===== src/hdl/cmsbd_pkg.sv =====
package cmsbd_pkg;

    // operation classes reported for each accepted opcode byte
    typedef enum logic [4:0] {
        CL_NONE        = 5'b00000,
        CL_COPY        = 5'b00001,
        CL_COPY_STORE  = 5'b00010,
        CL_COPY_LOAD   = 5'b00011,
        CL_IMM_BYTE    = 5'b00100,
        CL_IMM_MEM     = 5'b00101,
        CL_IMM_PAIR    = 5'b00110,
        CL_IND_STORE   = 5'b00111,
        CL_IND_LOAD    = 5'b01000,
        CL_DIR_A_STORE = 5'b01001,
        CL_DIR_A_LOAD  = 5'b01010,
        CL_DIR_P_STORE = 5'b01011,
        CL_DIR_P_LOAD  = 5'b01100,
        CL_SWAP_PAIRS  = 5'b01101,
        CL_PUSH        = 5'b01110,
        CL_POP         = 5'b01111,
        CL_SWAP_STACK  = 5'b10000,
        CL_PAIR_TO_SP  = 5'b10001,
        CL_PAIR_TO_PC  = 5'b10010,
        CL_BRANCH      = 5'b10011,
        CL_CALL        = 5'b10100
    } cmsbd_op_t;

    // fixed opcode bytes
    localparam logic [7:0] OP_SWAP_PAIRS  = 8'heb;
    localparam logic [7:0] OP_SWAP_STACK  = 8'he3;
    localparam logic [7:0] OP_PAIR_TO_SP  = 8'hf9;
    localparam logic [7:0] OP_PAIR_TO_PC  = 8'he9;
    localparam logic [7:0] OP_BRANCH      = 8'hc3;
    localparam logic [7:0] OP_CALL        = 8'hcd;
    localparam logic [7:0] OP_HALT        = 8'h76;

    // field codes
    localparam logic [2:0] REG_MEM        = 3'h6;
    localparam logic [1:0] PAIR_DE        = 2'h1;
    localparam logic [1:0] PAIR_HL        = 2'h2;
    localparam logic [1:0] PAIR_SP_AF     = 2'h3;

    // clock-state counts
    localparam logic [4:0] LEN_NONE       = 5'h01;
    localparam logic [4:0] LEN_COPY       = 5'h04;
    localparam logic [4:0] LEN_COPY_MEM   = 5'h07;
    localparam logic [4:0] LEN_IMM_BYTE   = 5'h07;
    localparam logic [4:0] LEN_IMM_MEM    = 5'h0a;
    localparam logic [4:0] LEN_IMM_PAIR   = 5'h0a;
    localparam logic [4:0] LEN_IND        = 5'h07;
    localparam logic [4:0] LEN_DIR_A      = 5'h0d;
    localparam logic [4:0] LEN_DIR_P      = 5'h10;
    localparam logic [4:0] LEN_SWAP_PAIRS = 5'h04;
    localparam logic [4:0] LEN_PUSH       = 5'h0c;
    localparam logic [4:0] LEN_POP        = 5'h0a;
    localparam logic [4:0] LEN_SWAP_STACK = 5'h10;
    localparam logic [4:0] LEN_PAIR_MOVE  = 5'h06;
    localparam logic [4:0] LEN_BRANCH     = 5'h0a;
    localparam logic [4:0] LEN_BRANCH_NOT = 5'h07;
    localparam logic [4:0] LEN_CALL       = 5'h12;
    localparam logic [4:0] LEN_CALL_NOT   = 5'h09;

endpackage


===== src/hdl/cmsbd_decoder.sv =====
`timescale 1ns/1ns
module cmsbd_decoder (
    input  wire logic       clock_i,
    input  wire logic       rstn_i,
    input  wire logic       opcode_valid_i,
    input  wire logic [7:0] opcode_i,
    input  wire logic       flag_sign_i,
    input  wire logic       flag_zero_i,
    input  wire logic       flag_parity_i,
    input  wire logic       flag_carry_i,
    output logic            opcode_ready_o,
    output cmsbd_pkg::cmsbd_op_t op_class_o,
    output logic [2:0]      dst_sel_o,
    output logic [2:0]      src_sel_o,
    output logic [1:0]      pair_sel_o,
    output logic            acc_flags_o,
    output logic            taken_o,
    output logic            mem_read_o,
    output logic            mem_write_o,
    output logic            unsupported_o,
    output logic [4:0]      states_o,
    output logic            busy_o,
    output logic            done_o,
    output logic [4:0]      state_o
);

    logic [7:0] op;
    logic       accept;
    logic [1:0] grp;
    logic [2:0] fld_hi;
    logic [2:0] fld_lo;
    logic       is_copy_grp;
    logic       is_copy_st;
    logic       is_copy_ld;
    logic       is_copy;
    logic       is_imm_byte;
    logic       is_imm_pair;
    logic       is_acc_grp;
    logic       is_push;
    logic       is_pop;
    logic       is_jcc;
    logic       is_ccc;
    logic       flag_pick;
    logic       cond_true;
    logic       rr_is_top;
    cmsbd_pkg::cmsbd_op_t next_class;
    logic [4:0] next_len;
    logic [1:0] next_pair;
    logic       next_taken;
    logic       next_rd;
    logic       next_wr;

    assign op             = opcode_i;
    assign grp            = op[7:6];
    assign fld_hi         = op[5:3];
    assign fld_lo         = op[2:0];
    // one opcode at a time: a new byte waits until the last state has run
    assign opcode_ready_o = !busy_o || done_o;
    assign accept         = opcode_valid_i && opcode_ready_o;
    assign rr_is_top      = op[5:4] == cmsbd_pkg::PAIR_SP_AF;

    // halt sits inside the copy pattern but is not a copy
    assign is_copy_grp = grp == 2'b01 && op != cmsbd_pkg::OP_HALT;
    assign is_copy_st  = is_copy_grp && fld_hi == cmsbd_pkg::REG_MEM;
    assign is_copy_ld  = is_copy_grp && fld_lo == cmsbd_pkg::REG_MEM
                         && !is_copy_st;
    assign is_copy     = is_copy_grp && !is_copy_st && !is_copy_ld;
    assign is_imm_byte = grp == 2'b00 && fld_lo == 3'b110;
    assign is_imm_pair = grp == 2'b00 && op[3:0] == 4'h1;
    assign is_acc_grp  = grp == 2'b00 && fld_lo == 3'b010;
    assign is_push     = grp == 2'b11 && op[3:0] == 4'h5;
    assign is_pop      = grp == 2'b11 && op[3:0] == 4'h1;
    assign is_jcc      = grp == 2'b11 && fld_lo == 3'b010;
    assign is_ccc      = grp == 2'b11 && fld_lo == 3'b100;

    // condition field: pairs of tests on zero, carry, parity, sign
    assign flag_pick = fld_hi[2:1] == 2'b00 ? flag_zero_i
                     : fld_hi[2:1] == 2'b01 ? flag_carry_i
                     : fld_hi[2:1] == 2'b10 ? flag_parity_i
                     : flag_sign_i;
    assign cond_true = flag_pick == fld_hi[0];

    always_comb begin
        next_class = cmsbd_pkg::CL_NONE;
        next_len   = cmsbd_pkg::LEN_NONE;
        next_pair  = 2'b00;
        next_taken = 1'b0;
        next_rd    = 1'b0;
        next_wr    = 1'b0;
        if (is_copy) begin
            next_class = cmsbd_pkg::CL_COPY;
            next_len   = cmsbd_pkg::LEN_COPY;
        end else if (is_copy_st) begin
            next_class = cmsbd_pkg::CL_COPY_STORE;
            next_len   = cmsbd_pkg::LEN_COPY_MEM;
            next_pair  = cmsbd_pkg::PAIR_HL;
            next_wr    = 1'b1;
        end else if (is_copy_ld) begin
            next_class = cmsbd_pkg::CL_COPY_LOAD;
            next_len   = cmsbd_pkg::LEN_COPY_MEM;
            next_pair  = cmsbd_pkg::PAIR_HL;
            next_rd    = 1'b1;
        end else if (is_imm_byte && fld_hi == cmsbd_pkg::REG_MEM) begin
            next_class = cmsbd_pkg::CL_IMM_MEM;
            next_len   = cmsbd_pkg::LEN_IMM_MEM;
            next_pair  = cmsbd_pkg::PAIR_HL;
            next_wr    = 1'b1;
        end else if (is_imm_byte) begin
            next_class = cmsbd_pkg::CL_IMM_BYTE;
            next_len   = cmsbd_pkg::LEN_IMM_BYTE;
        end else if (is_imm_pair) begin
            next_class = cmsbd_pkg::CL_IMM_PAIR;
            next_len   = cmsbd_pkg::LEN_IMM_PAIR;
            next_pair  = op[5:4];
        end else if (is_acc_grp && !op[5]) begin
            next_class = op[3] ? cmsbd_pkg::CL_IND_LOAD
                               : cmsbd_pkg::CL_IND_STORE;
            next_len   = cmsbd_pkg::LEN_IND;
            next_pair  = {1'b0, op[4]};
            next_rd    = op[3];
            next_wr    = !op[3];
        end else if (is_acc_grp && op[4]) begin
            next_class = op[3] ? cmsbd_pkg::CL_DIR_A_LOAD
                               : cmsbd_pkg::CL_DIR_A_STORE;
            next_len   = cmsbd_pkg::LEN_DIR_A;
            next_rd    = op[3];
            next_wr    = !op[3];
        end else if (is_acc_grp) begin
            next_class = op[3] ? cmsbd_pkg::CL_DIR_P_LOAD
                               : cmsbd_pkg::CL_DIR_P_STORE;
            next_len   = cmsbd_pkg::LEN_DIR_P;
            next_pair  = cmsbd_pkg::PAIR_HL;
            next_rd    = op[3];
            next_wr    = !op[3];
        end else if (op == cmsbd_pkg::OP_SWAP_PAIRS) begin
            // register-only exchange, nothing goes over the data bus
            next_class = cmsbd_pkg::CL_SWAP_PAIRS;
            next_len   = cmsbd_pkg::LEN_SWAP_PAIRS;
            next_pair  = cmsbd_pkg::PAIR_DE;
        end else if (is_push) begin
            next_class = cmsbd_pkg::CL_PUSH;
            next_len   = cmsbd_pkg::LEN_PUSH;
            next_pair  = op[5:4];
            next_wr    = 1'b1;
        end else if (is_pop) begin
            next_class = cmsbd_pkg::CL_POP;
            next_len   = cmsbd_pkg::LEN_POP;
            next_pair  = op[5:4];
            next_rd    = 1'b1;
        end else if (op == cmsbd_pkg::OP_SWAP_STACK) begin
            next_class = cmsbd_pkg::CL_SWAP_STACK;
            next_len   = cmsbd_pkg::LEN_SWAP_STACK;
            next_pair  = cmsbd_pkg::PAIR_HL;
            next_rd    = 1'b1;
            next_wr    = 1'b1;
        end else if (op == cmsbd_pkg::OP_PAIR_TO_SP) begin
            next_class = cmsbd_pkg::CL_PAIR_TO_SP;
            next_len   = cmsbd_pkg::LEN_PAIR_MOVE;
            next_pair  = cmsbd_pkg::PAIR_HL;
        end else if (op == cmsbd_pkg::OP_PAIR_TO_PC) begin
            next_class = cmsbd_pkg::CL_PAIR_TO_PC;
            next_len   = cmsbd_pkg::LEN_PAIR_MOVE;
            next_pair  = cmsbd_pkg::PAIR_HL;
            next_taken = 1'b1;
        end else if (op == cmsbd_pkg::OP_BRANCH || is_jcc) begin
            next_class = cmsbd_pkg::CL_BRANCH;
            next_taken = op == cmsbd_pkg::OP_BRANCH || cond_true;
            next_len   = next_taken ? cmsbd_pkg::LEN_BRANCH
                                    : cmsbd_pkg::LEN_BRANCH_NOT;
        end else if (op == cmsbd_pkg::OP_CALL || is_ccc) begin
            next_class = cmsbd_pkg::CL_CALL;
            next_taken = op == cmsbd_pkg::OP_CALL || cond_true;
            next_len   = next_taken ? cmsbd_pkg::LEN_CALL
                                    : cmsbd_pkg::LEN_CALL_NOT;
            next_wr    = next_taken;
        end else begin
            next_class = cmsbd_pkg::CL_NONE;
        end
    end

    // decoded fields held for the whole instruction
    always_ff @(posedge clock_i or negedge rstn_i) begin
        if (!rstn_i) begin
            op_class_o    <= cmsbd_pkg::CL_NONE;
            dst_sel_o     <= 3'h0;
            src_sel_o     <= 3'h0;
            pair_sel_o    <= 2'h0;
            acc_flags_o   <= 1'b0;
            taken_o       <= 1'b0;
            mem_read_o    <= 1'b0;
            mem_write_o   <= 1'b0;
            unsupported_o <= 1'b0;
            states_o      <= 5'h00;
        end else if (accept) begin
            op_class_o    <= next_class;
            dst_sel_o     <= fld_hi;
            src_sel_o     <= fld_lo;
            pair_sel_o    <= next_pair;
            acc_flags_o   <= (is_push || is_pop) && rr_is_top;
            taken_o       <= next_taken;
            mem_read_o    <= next_rd;
            mem_write_o   <= next_wr;
            unsupported_o <= next_class == cmsbd_pkg::CL_NONE;
            states_o      <= next_len;
        end
    end

    cmsbd_state_seq u_seq (
        .clock_i (clock_i),
        .rstn_i  (rstn_i),
        .start_i (accept),
        .len_i   (next_len),
        .busy_o  (busy_o),
        .done_o  (done_o),
        .state_o (state_o)
    );
endmodule


===== src/hdl/cmsbd_state_seq.sv =====
`timescale 1ns/1ns
module cmsbd_state_seq (
    input  wire logic       clock_i,
    input  wire logic       rstn_i,
    input  wire logic       start_i,
    input  wire logic [4:0] len_i,
    output logic            busy_o,
    output logic            done_o,
    output logic [4:0]      state_o
);

    logic [4:0] remain;
    logic [4:0] next_remain;
    logic       next_busy;
    logic [4:0] next_state;

    // a start is honoured at any time, even mid-op, and restarts the count; the caller gates it with ready
    assign next_busy   = start_i ? 1'b1 : (busy_o && remain != 5'h00);
    assign next_remain = start_i ? len_i - 5'h01
                       : (busy_o ? remain - 5'h01 : 5'h00);
    assign next_state  = start_i ? 5'h01
                       : (next_busy ? state_o + 5'h01 : 5'h00);
    assign done_o      = busy_o && remain == 5'h00;

    always_ff @(posedge clock_i or negedge rstn_i) begin
        if (!rstn_i) begin
            busy_o  <= 1'b0;
            remain  <= 5'h00;
            state_o <= 5'h00;
        end else begin
            busy_o  <= next_busy;
            remain  <= next_remain;
            state_o <= next_state;
        end
    end
endmodule


===== config.mk =====
export PLATFORM = sky130hd
export DESIGN_NAME = cmsbd_decoder
export DESIGN_NICKNAME = d
export VERILOG_FILES = /design/src/hdl/cmsbd_pkg.sv /design/src/hdl/cmsbd_decoder.sv /design/src/hdl/cmsbd_state_seq.sv
export SDC_FILE = /design/constraint.sdc
export NUM_CORES = 1
export LEC_CHECK = 0
export BUFFER_PORTS_ARGS = -buffer_cell sky130_fd_sc_hd__buf_2
export CAP_MARGIN = 20
export CORE_MARGIN = 2
export CORE_UTILIZATION = 25
export DETAILED_ROUTE_END_ITERATION = 10
export PLACE_DENSITY_LB_ADDON = 0.2
export SYNTH_ARGS = -nofsm -noshare
export SYNTH_HDL_FRONTEND = slang
export SYNTH_SLANG_ARGS = --single-unit

===== constraint.sdc =====
create_clock -name clock_i -period 2.01 [get_ports clock_i]
set_input_delay 0.3015 -clock clock_i [delete_from_list [all_inputs] [get_ports clock_i]]
set_output_delay 0.3015 -clock clock_i [all_outputs]
set_load 0.05 [all_outputs]

# == After elaboration in Yosys (flattened, before gate mapping) ==
# Cells that the tools add are included.
# word_totals
latchBits,0
output_inout_bits,31
input_bits,15
elab_cells,179
mem_bits_rw,0
ff_bits,34
mem_count,0
mem_bits_ro,0
# op_classes
bitwise,0
n_reduce_logical,36
magnitude_cmp,0
n_div,0
n_eq_ne,19
shift,0
mux,108
mul,0
add_sub_neg,3
# op_table
operator,n
5-bit 2-to-1 mux,39
1-bit 2-to-1 mux,50
"8-bit equality test, second input constant",6
2-bit 2-to-1 mux,16
1-bit logical AND,20
5-bit zero test,2
"5-bit by 1-bit subtractor with 5-bit output, second input constant",2
"3-bit equality test, second input constant",3
4-bit 2-to-1 mux,2
"8-bit by 7-bit inequality test with 1-bit output, second input constant",1
"2-bit equality test, second input constant",3
1-bit logical OR,6
"5-bit by 1-bit adder with 5-bit output, second input constant",1
1-bit zero test,5
5-bit nonzero test,1
"2-bit by 1-bit equality test with 1-bit output, second input constant",2
"4-bit by 1-bit equality test with 1-bit output, second input constant",1
"4-bit by 3-bit equality test with 1-bit output, second input constant",1
2-bit zero test,2
"3-bit by 2-bit equality test with 1-bit output, second input constant",1
3-bit 2-to-1 mux,1
1-bit equality test,1

# == Logic depth before layout (Yosys ltp) ==
# Gate-level depths: netlist of the first run.
# logic_depth
word_depth,26
mapped_depth,11
depth_no_buf,10

# == By module ==
# A second synthesis of the first run with hierarchy kept.
# unflattened
cells_unflattened,263
area_unflattened_um2,2258.4
# modules_own_cells
mod,instances,cells_each,seq_area_each_um2,area_each_um2
cmsbd_decoder,1,211,575.6,1702.9
cmsbd_state_seq,1,52,275.3,555.5

# == Least setup slack after synthesis of the first run ==
# No wires, ideal clock.
# synth_path
kind,input to register
from,input port opcode_i[4]
to,register u_seq.remain[4]
path_buffers,0
path_stages,10
setup_ps,69
arrival_time_ps,2542
t_required_ps,1941
slack_ps,-601
cell_sequence,mux4_2 -> xor2_2 -> o211ai_1 -> or4_4 -> and2_1 -> ha_1 -> inv_1 -> nor3_1 -> a211o_1 -> nand3_1
# synth_via
elab_chain_len,26
elab_cells_between_ends,50
cone_classes,add/sub: 1; eq/ne: 11; mux: 23; reduce/logical: 15
# synth_rtl
element,line,source
start: declaration,cmsbd_decoder.sv:6,"input wire logic [7:0] opcode_i,"
2-bit equality test,cmsbd_decoder.sv:79,: fld_hi[2:1] == 2'b10 ? flag_parity_i
1-bit 2-to-1 mux,cmsbd_decoder.sv:79,
1-bit 2-to-1 mux,cmsbd_decoder.sv:78,: fld_hi[2:1] == 2'b01 ? flag_carry_i
1-bit 2-to-1 mux,cmsbd_decoder.sv:77,assign flag_pick = fld_hi[2:1] == 2'b00 ? flag_zero_i
1-bit equality test,cmsbd_decoder.sv:81,assign cond_true = flag_pick == fld_hi[0];
1-bit logical OR,cmsbd_decoder.sv:172,next_taken = op == cmsbd_pkg::OP_CALL || cond_true;
5-bit 2-to-1 mux,cmsbd_decoder.sv:173,next_len = next_taken ? cmsbd_pkg::LEN_CALL
5-bit 2-to-1 mux,cmsbd_decoder.sv:170,end else if (op == cmsbd_pkg::OP_CALL || is_ccc) begin
[11 not listed],n/a,
5-bit 2-to-1 mux,cmsbd_decoder.sv:108,end else if (is_imm_byte) begin
5-bit 2-to-1 mux,cmsbd_decoder.sv:103,end else if (is_imm_byte && fld_hi == cmsbd_pkg::REG_MEM) begin
5-bit 2-to-1 mux,cmsbd_decoder.sv:98,end else if (is_copy_ld) begin
5-bit 2-to-1 mux,cmsbd_decoder.sv:93,end else if (is_copy_st) begin
5-bit 2-to-1 mux (*),cmsbd_decoder.sv:90,if (is_copy) begin
5-bit by 1-bit subtractor with 5-bit output (*),cmsbd_state_seq.sv:19,assign next_remain = start_i ? len_i - 5'h01
5-bit 2-to-1 mux (*),cmsbd_state_seq.sv:19,
net u_seq.next_remain[4],cmsbd_state_seq.sv:13,logic [4:0] next_remain;
end signal: assignment,cmsbd_state_seq.sv:32,remain <= next_remain;
end: declaration,cmsbd_state_seq.sv:12,logic [4:0] remain;
# The timed path passes the listed nets; every way through them passes the cells marked *.
# A chain may end at the register's enable or synchronous reset.

# == Final worst setup path of the first run ==
# layout_path
from,input port opcode_i[3]
to,register u_seq.remain[4]
# layout_via
elab_chain_len,22
elab_cells_between_ends,48
cone_classes,add/sub: 1; eq/ne: 11; mux: 20; reduce/logical: 16
# layout_rtl
element,line,source
8-bit equality test / 1-bit equality test (equally long branches),"cmsbd_decoder.sv:170, cmsbd_decoder.sv:172, cmsbd_decoder.sv:81",
1-bit logical OR,cmsbd_decoder.sv:172,
5-bit 2-to-1 mux,cmsbd_decoder.sv:173,
5-bit 2-to-1 mux,cmsbd_decoder.sv:170,
5-bit 2-to-1 mux,cmsbd_decoder.sv:165,end else if (op == cmsbd_pkg::OP_BRANCH || is_jcc) begin
5-bit 2-to-1 mux,cmsbd_decoder.sv:160,end else if (op == cmsbd_pkg::OP_PAIR_TO_PC) begin
5-bit 2-to-1 mux,cmsbd_decoder.sv:156,end else if (op == cmsbd_pkg::OP_PAIR_TO_SP) begin
5-bit 2-to-1 mux,cmsbd_decoder.sv:150,end else if (op == cmsbd_pkg::OP_SWAP_STACK) begin
[7 not listed],n/a,
5-bit 2-to-1 mux,cmsbd_decoder.sv:108,
5-bit 2-to-1 mux,cmsbd_decoder.sv:103,
5-bit 2-to-1 mux,cmsbd_decoder.sv:98,
5-bit 2-to-1 mux,cmsbd_decoder.sv:93,
5-bit 2-to-1 mux (*),cmsbd_decoder.sv:90,
5-bit by 1-bit subtractor with 5-bit output (*),cmsbd_state_seq.sv:19,
5-bit 2-to-1 mux (*),cmsbd_state_seq.sv:19,
net u_seq.next_remain[4],cmsbd_state_seq.sv:13,
# Marked as above.

==> results of run 1 <==
synth_stat cells, drive strengths merged (7+ instances only):
library cell / number / share of area [%]
a21oi: 9 / 2.0
clkbuf: 10 / 1.7
dfrtp: 34 / 38
inv: 8 / 1.3
mux2: 8 / 4.0
nand2: 24 / 4.1
nand2b: 7 / 1.9
nand3: 7 / 1.8
nor2: 17 / 2.8
nor3: 17 / 4.0
o21ai: 20 / 4.9
cell families after synthesis:
kind of cell | synth area share [%]
XOR/XNOR | 3.44
AO/OA/AOI/OAI | 20.7
flip-flops | 37.8
multiplexers | 5.44
AND/OR/NAND/NOR | 26.8
adder cells (fa/ha/maj) | 1.67
buffers and inverters | 4.22
registers in the layout, summed over array words and instances, names as in the netlist:
| signal | cells |
|---|---|
| op_class_o | 5 |
| states_o | 5 |
| u_seq.remain | 5 |
| u_seq.state_o | 5 |
| dst_sel_o | 3 |
| src_sel_o | 3 |
| pair_sel_o | 2 |
| acc_flags_o | 1 |
| mem_read_o | 1 |
| mem_write_o | 1 |
| taken_o | 1 |
| u_seq.busy_o | 1 |
| unsupported_o | 1 |
per-stage QoR:
step                setup slack (ns)  hold WS, ns  util (%)  power, W  cell area, sq um
finish                        -0.320       0.0863      42.1   0.00436              3670
global route                  -0.405        0.155      42.1   0.00463              3670
CTS                           -0.265        0.118      40.2   0.00429              3510
detailed placement            -0.653        0.434      36.6   0.00357              3190
global placement              -0.631        0.424      36.6   0.00356              3190
floorplan                     -0.540      0.00591         -   0.00296              2360
power groups by stage:
stage | Combinational [W] | Sequential (W) | Clock [W]
CTS | 0.00256 | 0.00118 | 0.000549
detailed placement | 0.00237 | 0.00120 | 0
global route | 0.00284 | 0.00122 | 0.000571
floorplan | 0.000901 | 0.00206 | 0
finish | 0.00265 | 0.00118 | 0.000531
global placement | 0.00236 | 0.00119 | 0
worst max path at each step:
stage | start | end | slack, ns | cells past startpoint
3_3_place_gp | opcode_i[4] | u_seq.remain[4] | -0.63 | 11
4_1_cts | opcode_i[4] | u_seq.remain[4] | -0.26 | 11
3_5_place_dp | opcode_i[4] | u_seq.remain[4] | -0.65 | 11
5_1_grt | opcode_i[3] | u_seq.remain[4] | -0.40 | 12
2_1_floorplan | opcode_i[4] | u_seq.remain[4] | -0.54 | 10
6_report | opcode_i[3] | u_seq.remain[4] | -0.32 | 12
layer usage:
metal  GRT usage (%)  up-vias  share of wire (%)  wire length (microns)
met5               0        -                  0                      0
met4            4.11        0                1.2                     90
met3            2.70        9                3.9                    303
met2            25.7       53                 49                   3750
met1            20.4     1172                 46                   3550
li1                -     1203                  -                      -
what timing repair did:
item | CTS | global route
setup endpoints to repair | 12 | 24
setup buffers | 16 | 10
resized for setup | 27 | 20
pin swaps | 15 | 10
cell type report:
type | count | area share [%]
Clock buffer | 7 | 2.35
Sequential cell | 34 | 23.2
Multi-Input combinational cell | 192 | 40.2
Timing Repair Buffer | 148 | 29.6
Clock inverter | 1 | 0.136
Inverter | 8 | 0.817
Tap cell | 108 | 3.68
worst max-delay path: cells and delay by family:
family / cells / cell delay, ns
and+or+nand+nor: 6 / 1.47
AOI/OAI and AO/OA: 2 / 0.33
buffers and inverters: 3 / 0.30
adders and majority gates: 1 / 0.15
==> results.cfg, run 1 <==
[timing]
fin_tns_setup_ns = -0.844
clock_skew_ns = 0.00754
fmax_mhz = 429
fin_ws_ns = -0.320
grt_setup_unrepaired = true
final-setup-viol-count = 7
hold_viol_final = 0
maxSlewHeadroom_pct = 49.1
post-route-period-util_pct = 116
worst_pin_slew_ns = 0.764
period_needed_ns = 2.33
slew_violations = 0

[detailed_routing]
wl_per_cell_microns = 15.5
drt_iter0_markers = 88
vias = 2437
antenna_left = 0
drt-total-wl_microns = 7700
vias_per_cell = 4.89
drc_errors = 0
firstDrtPassIters = 4

[status]
status = complete, but fails checks
failed_checks = negative setup slack

[clock_network]
clk_pin_slew_worst_paths_ns = 0.07
cts.sinks = 34
cts_root_buf = clkbuf_8
insertion_delay_ns = 0.29
cts_tree = done
numCtsBuffers = 5
clk_path_buf_depth = 2
h-tree-depth = 2
ctsHoldBuffers = 0

[grt]
grt_use_total_pct = 15.4
grt_pass1_vias = 2386
grt_overflow = 0
grt_pass1_wl_microns = 12000
grt_max_degree = 37
antenna_found_initial = 0

[power]
leakagePower_nw = 1.74
power_density_mw_per_mm2 = 1190
p_clk_share_pct = 12.2
p_sw_share_pct = 48.4
intPower_w = 0.00225
peakVddDrop_mv = 0.409
sequentialPowerShare_pct = 27.1
pwr-share-comb_pct = 60.7
p_sw_w = 0.00211

[logic_synthesis]
synth_area_per_cell_sq_um = 9.05
synth_area_sq_mm = 0.00225
synth_cells = 249
synth_edf_count = 0
ys_seq_area_share_pct = 37.8
ys_ff_latch = 34
syn_nets = 267
yosysWarnings = 0
ys_types = 60
postSynth.asyncResetShare_pct = 100
synth_flop_cell = dfrtp_1

[placement]
gp_congestion = 0.886
placed_cells = 464
io_buffers = 45
dp.final_hpwl_microns = 5740

[floorplanning]
num_io_pins = 46
std_cell_rows = 34
core_sq_mm = 0.00872
initial_core_util_pct = 25.8
die_w_microns = 98.9
die_y_microns = 98.9
die-area_sq_mm = 0.00979

[layout]
nFillCells = 892
regArea_sq_um = 851
final_common_cell = buf_4
layout.nets = 407
insertedDiodeCount = 0
layout_common_cells = buf_4 (93), buf_2 (39), dfrtp_1 (34)
layoutNonFillerInstCount = 498
area_delta_synth_final_pct = 63.1
drive_gt1_share_pct = 52.6
multiInputGateArea_sq_mm = 0.00148

[worst_setup_path]
crit_path_max_fanout = 5
crit_path_top_delay_cell = or4_4
rrSetupSlack_ns = -0.01
worst_ep_required_time_ns = 2.23
rr_endpoint = unsupported_o
path_cells = buf_2 > buf_6 > nand3b_1 > a21oi_2 > or4_4 > or4_4 > and2_4 > ha_4 > inv_2 > nor3_2 > a211o_1 > nand3_1
reg2reg_depth = 8
r2r-start = u_seq.remain[0]
crit_top_cell = or4_4
crit_type = in -> reg
cpPeakStageDelay_ns = 0.55
start_kind = primary input
arrival_ns = 2.55
end_kind = flop

[worst_hold_path]
min_path_type = in -> async

[run]
cap_violations = 0
(Power assumes the default switching activity.)
==> run 2, diff against run 1 <==
--- a/config.mk
+++ b/config.mk
@@ -5,12 +5,13 @@
 export SDC_FILE = /design/constraint.sdc
 export NUM_CORES = 1
 export LEC_CHECK = 0
+export ABC_CLOCK_PERIOD_IN_PS = 2009
 export BUFFER_PORTS_ARGS = -buffer_cell sky130_fd_sc_hd__buf_2
 export CAP_MARGIN = 20
-export CORE_MARGIN = 2
+export CORE_MARGIN = 8
 export CORE_UTILIZATION = 25
 export DETAILED_ROUTE_END_ITERATION = 10
-export PLACE_DENSITY_LB_ADDON = 0.2
+export PLACE_DENSITY = 0.49
 export SYNTH_ARGS = -nofsm -noshare
 export SYNTH_HDL_FRONTEND = slang
 export SYNTH_SLANG_ARGS = --single-unit
==> results.cfg, run 2 (synthesized netlist as in run 1, its figures left out) <==
[status]
status = complete, but fails checks
failed_checks = negative setup slack

[clock_network]
h-tree-depth = 2
clk_path_buf_depth = 2
numCtsBuffers = 5
cts_root_buf = clkbuf_8
ctsHoldBuffers = 0
cts_tree = done
cts.sinks = 34
insertion_delay_ns = 0.28
clk_pin_slew_worst_paths_ns = 0.07

[floorplanning]
std_cell_rows = 34
die_y_microns = 111
die_w_microns = 111
num_io_pins = 46
initial_core_util_pct = 25.8
die-area_sq_mm = 0.0123
core_sq_mm = 0.00872

[placement]
dp.final_hpwl_microns = 6030
io_buffers = 45
gp_congestion = 0.920
dp_slack_ns = -0.695

[worst_setup_path]
crit_type = in -> reg
end_kind = flop
start_kind = primary input
arrival_ns = 2.52
crit_path_max_fanout = 5
worst_ep_required_time_ns = 2.23

[layout]
area_delta_synth_final_pct = 64.9
insertedDiodeCount = 0
multiInputGateArea_sq_mm = 0.00154
drive_gt1_share_pct = 54.4
layout.nets = 401
regArea_sq_um = 851
nFillCells = 906
layout_common_cells = buf_4 (82), buf_2 (37), dfrtp_1 (34)
final_common_cell = buf_4

[timing]
worst_pin_slew_ns = 0.780
post-route-period-util_pct = 115
maxSlewHeadroom_pct = 48.0
final-setup-viol-count = 7
period_needed_ns = 2.31
fin_hold_ws_ns = 0.0950
slew_violations = 0
clock_skew_ns = 0.00547
fmax_mhz = 434
fin_ws_ns = -0.296
fin_tns_setup_ns = -0.658
hold_viol_final = 0
grt_setup_unrepaired = true

[run]
cap_violations = 0

[power]
peakVddDrop_mv = 0.503
power_density_mw_per_mm2 = 1190
leakagePower_nw = 1.73

[grt]
grt_max_degree = 37
antenna_found_initial = 0
grt_pass1_vias = 2625
grt_use_total_pct = 12.6
grt_pass1_wl_microns = 13100
grt_overflow = 0

[worst_hold_path]
min_path_type = in -> async

[detailed_routing]
wl_per_cell_microns = 16.1
vias_per_cell = 4.98
firstDrtPassIters = 4
drc_errors = 0
drt_iter0_markers = 99
antenna_left = 0
drt-total-wl_microns = 7940
vias = 2450
## run 2: power breakdown
part / internal, W / switching [W]
logic: 0.00101 / 0.00169
registers: 0.000992 / 0.000196
clock network: 0.000276 / 0.000246
total: 0.00228 / 0.00213
## run 2: timing repair
action,CTS,global route
pin swaps,19,14
gates cloned,0,0
buffers inserted,23,6
endpoints found under the setup margin,11,27
gates resized for setup,37,29
## run 2: layout make-up
| class | instances | area share [%] |
|---|---|---|
| clock buffers | 7 | 2.32 |
| clock inverters | 1 | 0.135 |
| inverters | 8 | 0.875 |
| multi-input cells | 192 | 41.3 |
| flip-flops and latches | 34 | 22.9 |
| well taps | 108 | 3.64 |
| repair buffers | 142 | 28.8 |
## run 2: per-layer routing
metal | global-route usage (%) | part of all wire [%] | up-vias
li1 | - | - | 1193
met1 | 15.2 | 45 | 1198
met2 | 21.8 | 51 | 51
met3 | 2.87 | 3.2 | 8
met4 | 3.42 | 1.2 | 0
met5 | 0 | 0 | -
## run 2: worst paths after layout
path | startpoint | endpoint | slack, ns | depth (start not counted)
worst max-delay path | opcode_i[5] | u_seq.remain[4] | -0.30 | 12
worst min-delay path | rstn_i | states_o[3] | 0.09 | 1
worst max register to register | u_seq.remain[1] | op_class_o[4] | 0 | 8
worst min register to register | states_o[3] | states_o[3] | 0.48 | 2
max in group asynchronous | rstn_i | dst_sel_o[0] | 1.42 | 1
min in group clock_i | opcode_valid_i | u_seq.busy_o | 0.33 | 2
## run 2: critical path, stage by stage
cell and delay, ns:
buf_6 0.11, buf_6 0.11, nand3b_1 0.09, nor3_1 0.07, or4_4 0.54, or4_4 0.55
and2_4 0.16, ha_4 0.16, inv_4 0.06, nor3_2 0.04, a211o_1 0.26, nand3_1 0.08
## run 2: metrics by stage
step	utilization, %	total power [W]	area [sq um]	cells
6_report	42.6	0.00441	3720	492
5_1_grt	42.6	0.00470	3720	492
4_1_cts	40.7	0.00435	3550	487
3_5_place_dp	36.0	0.00359	3140	457
3_3_place_gp	36.0	0.00356	3140	457
2_1_floorplan	-	0.00296	2360	249
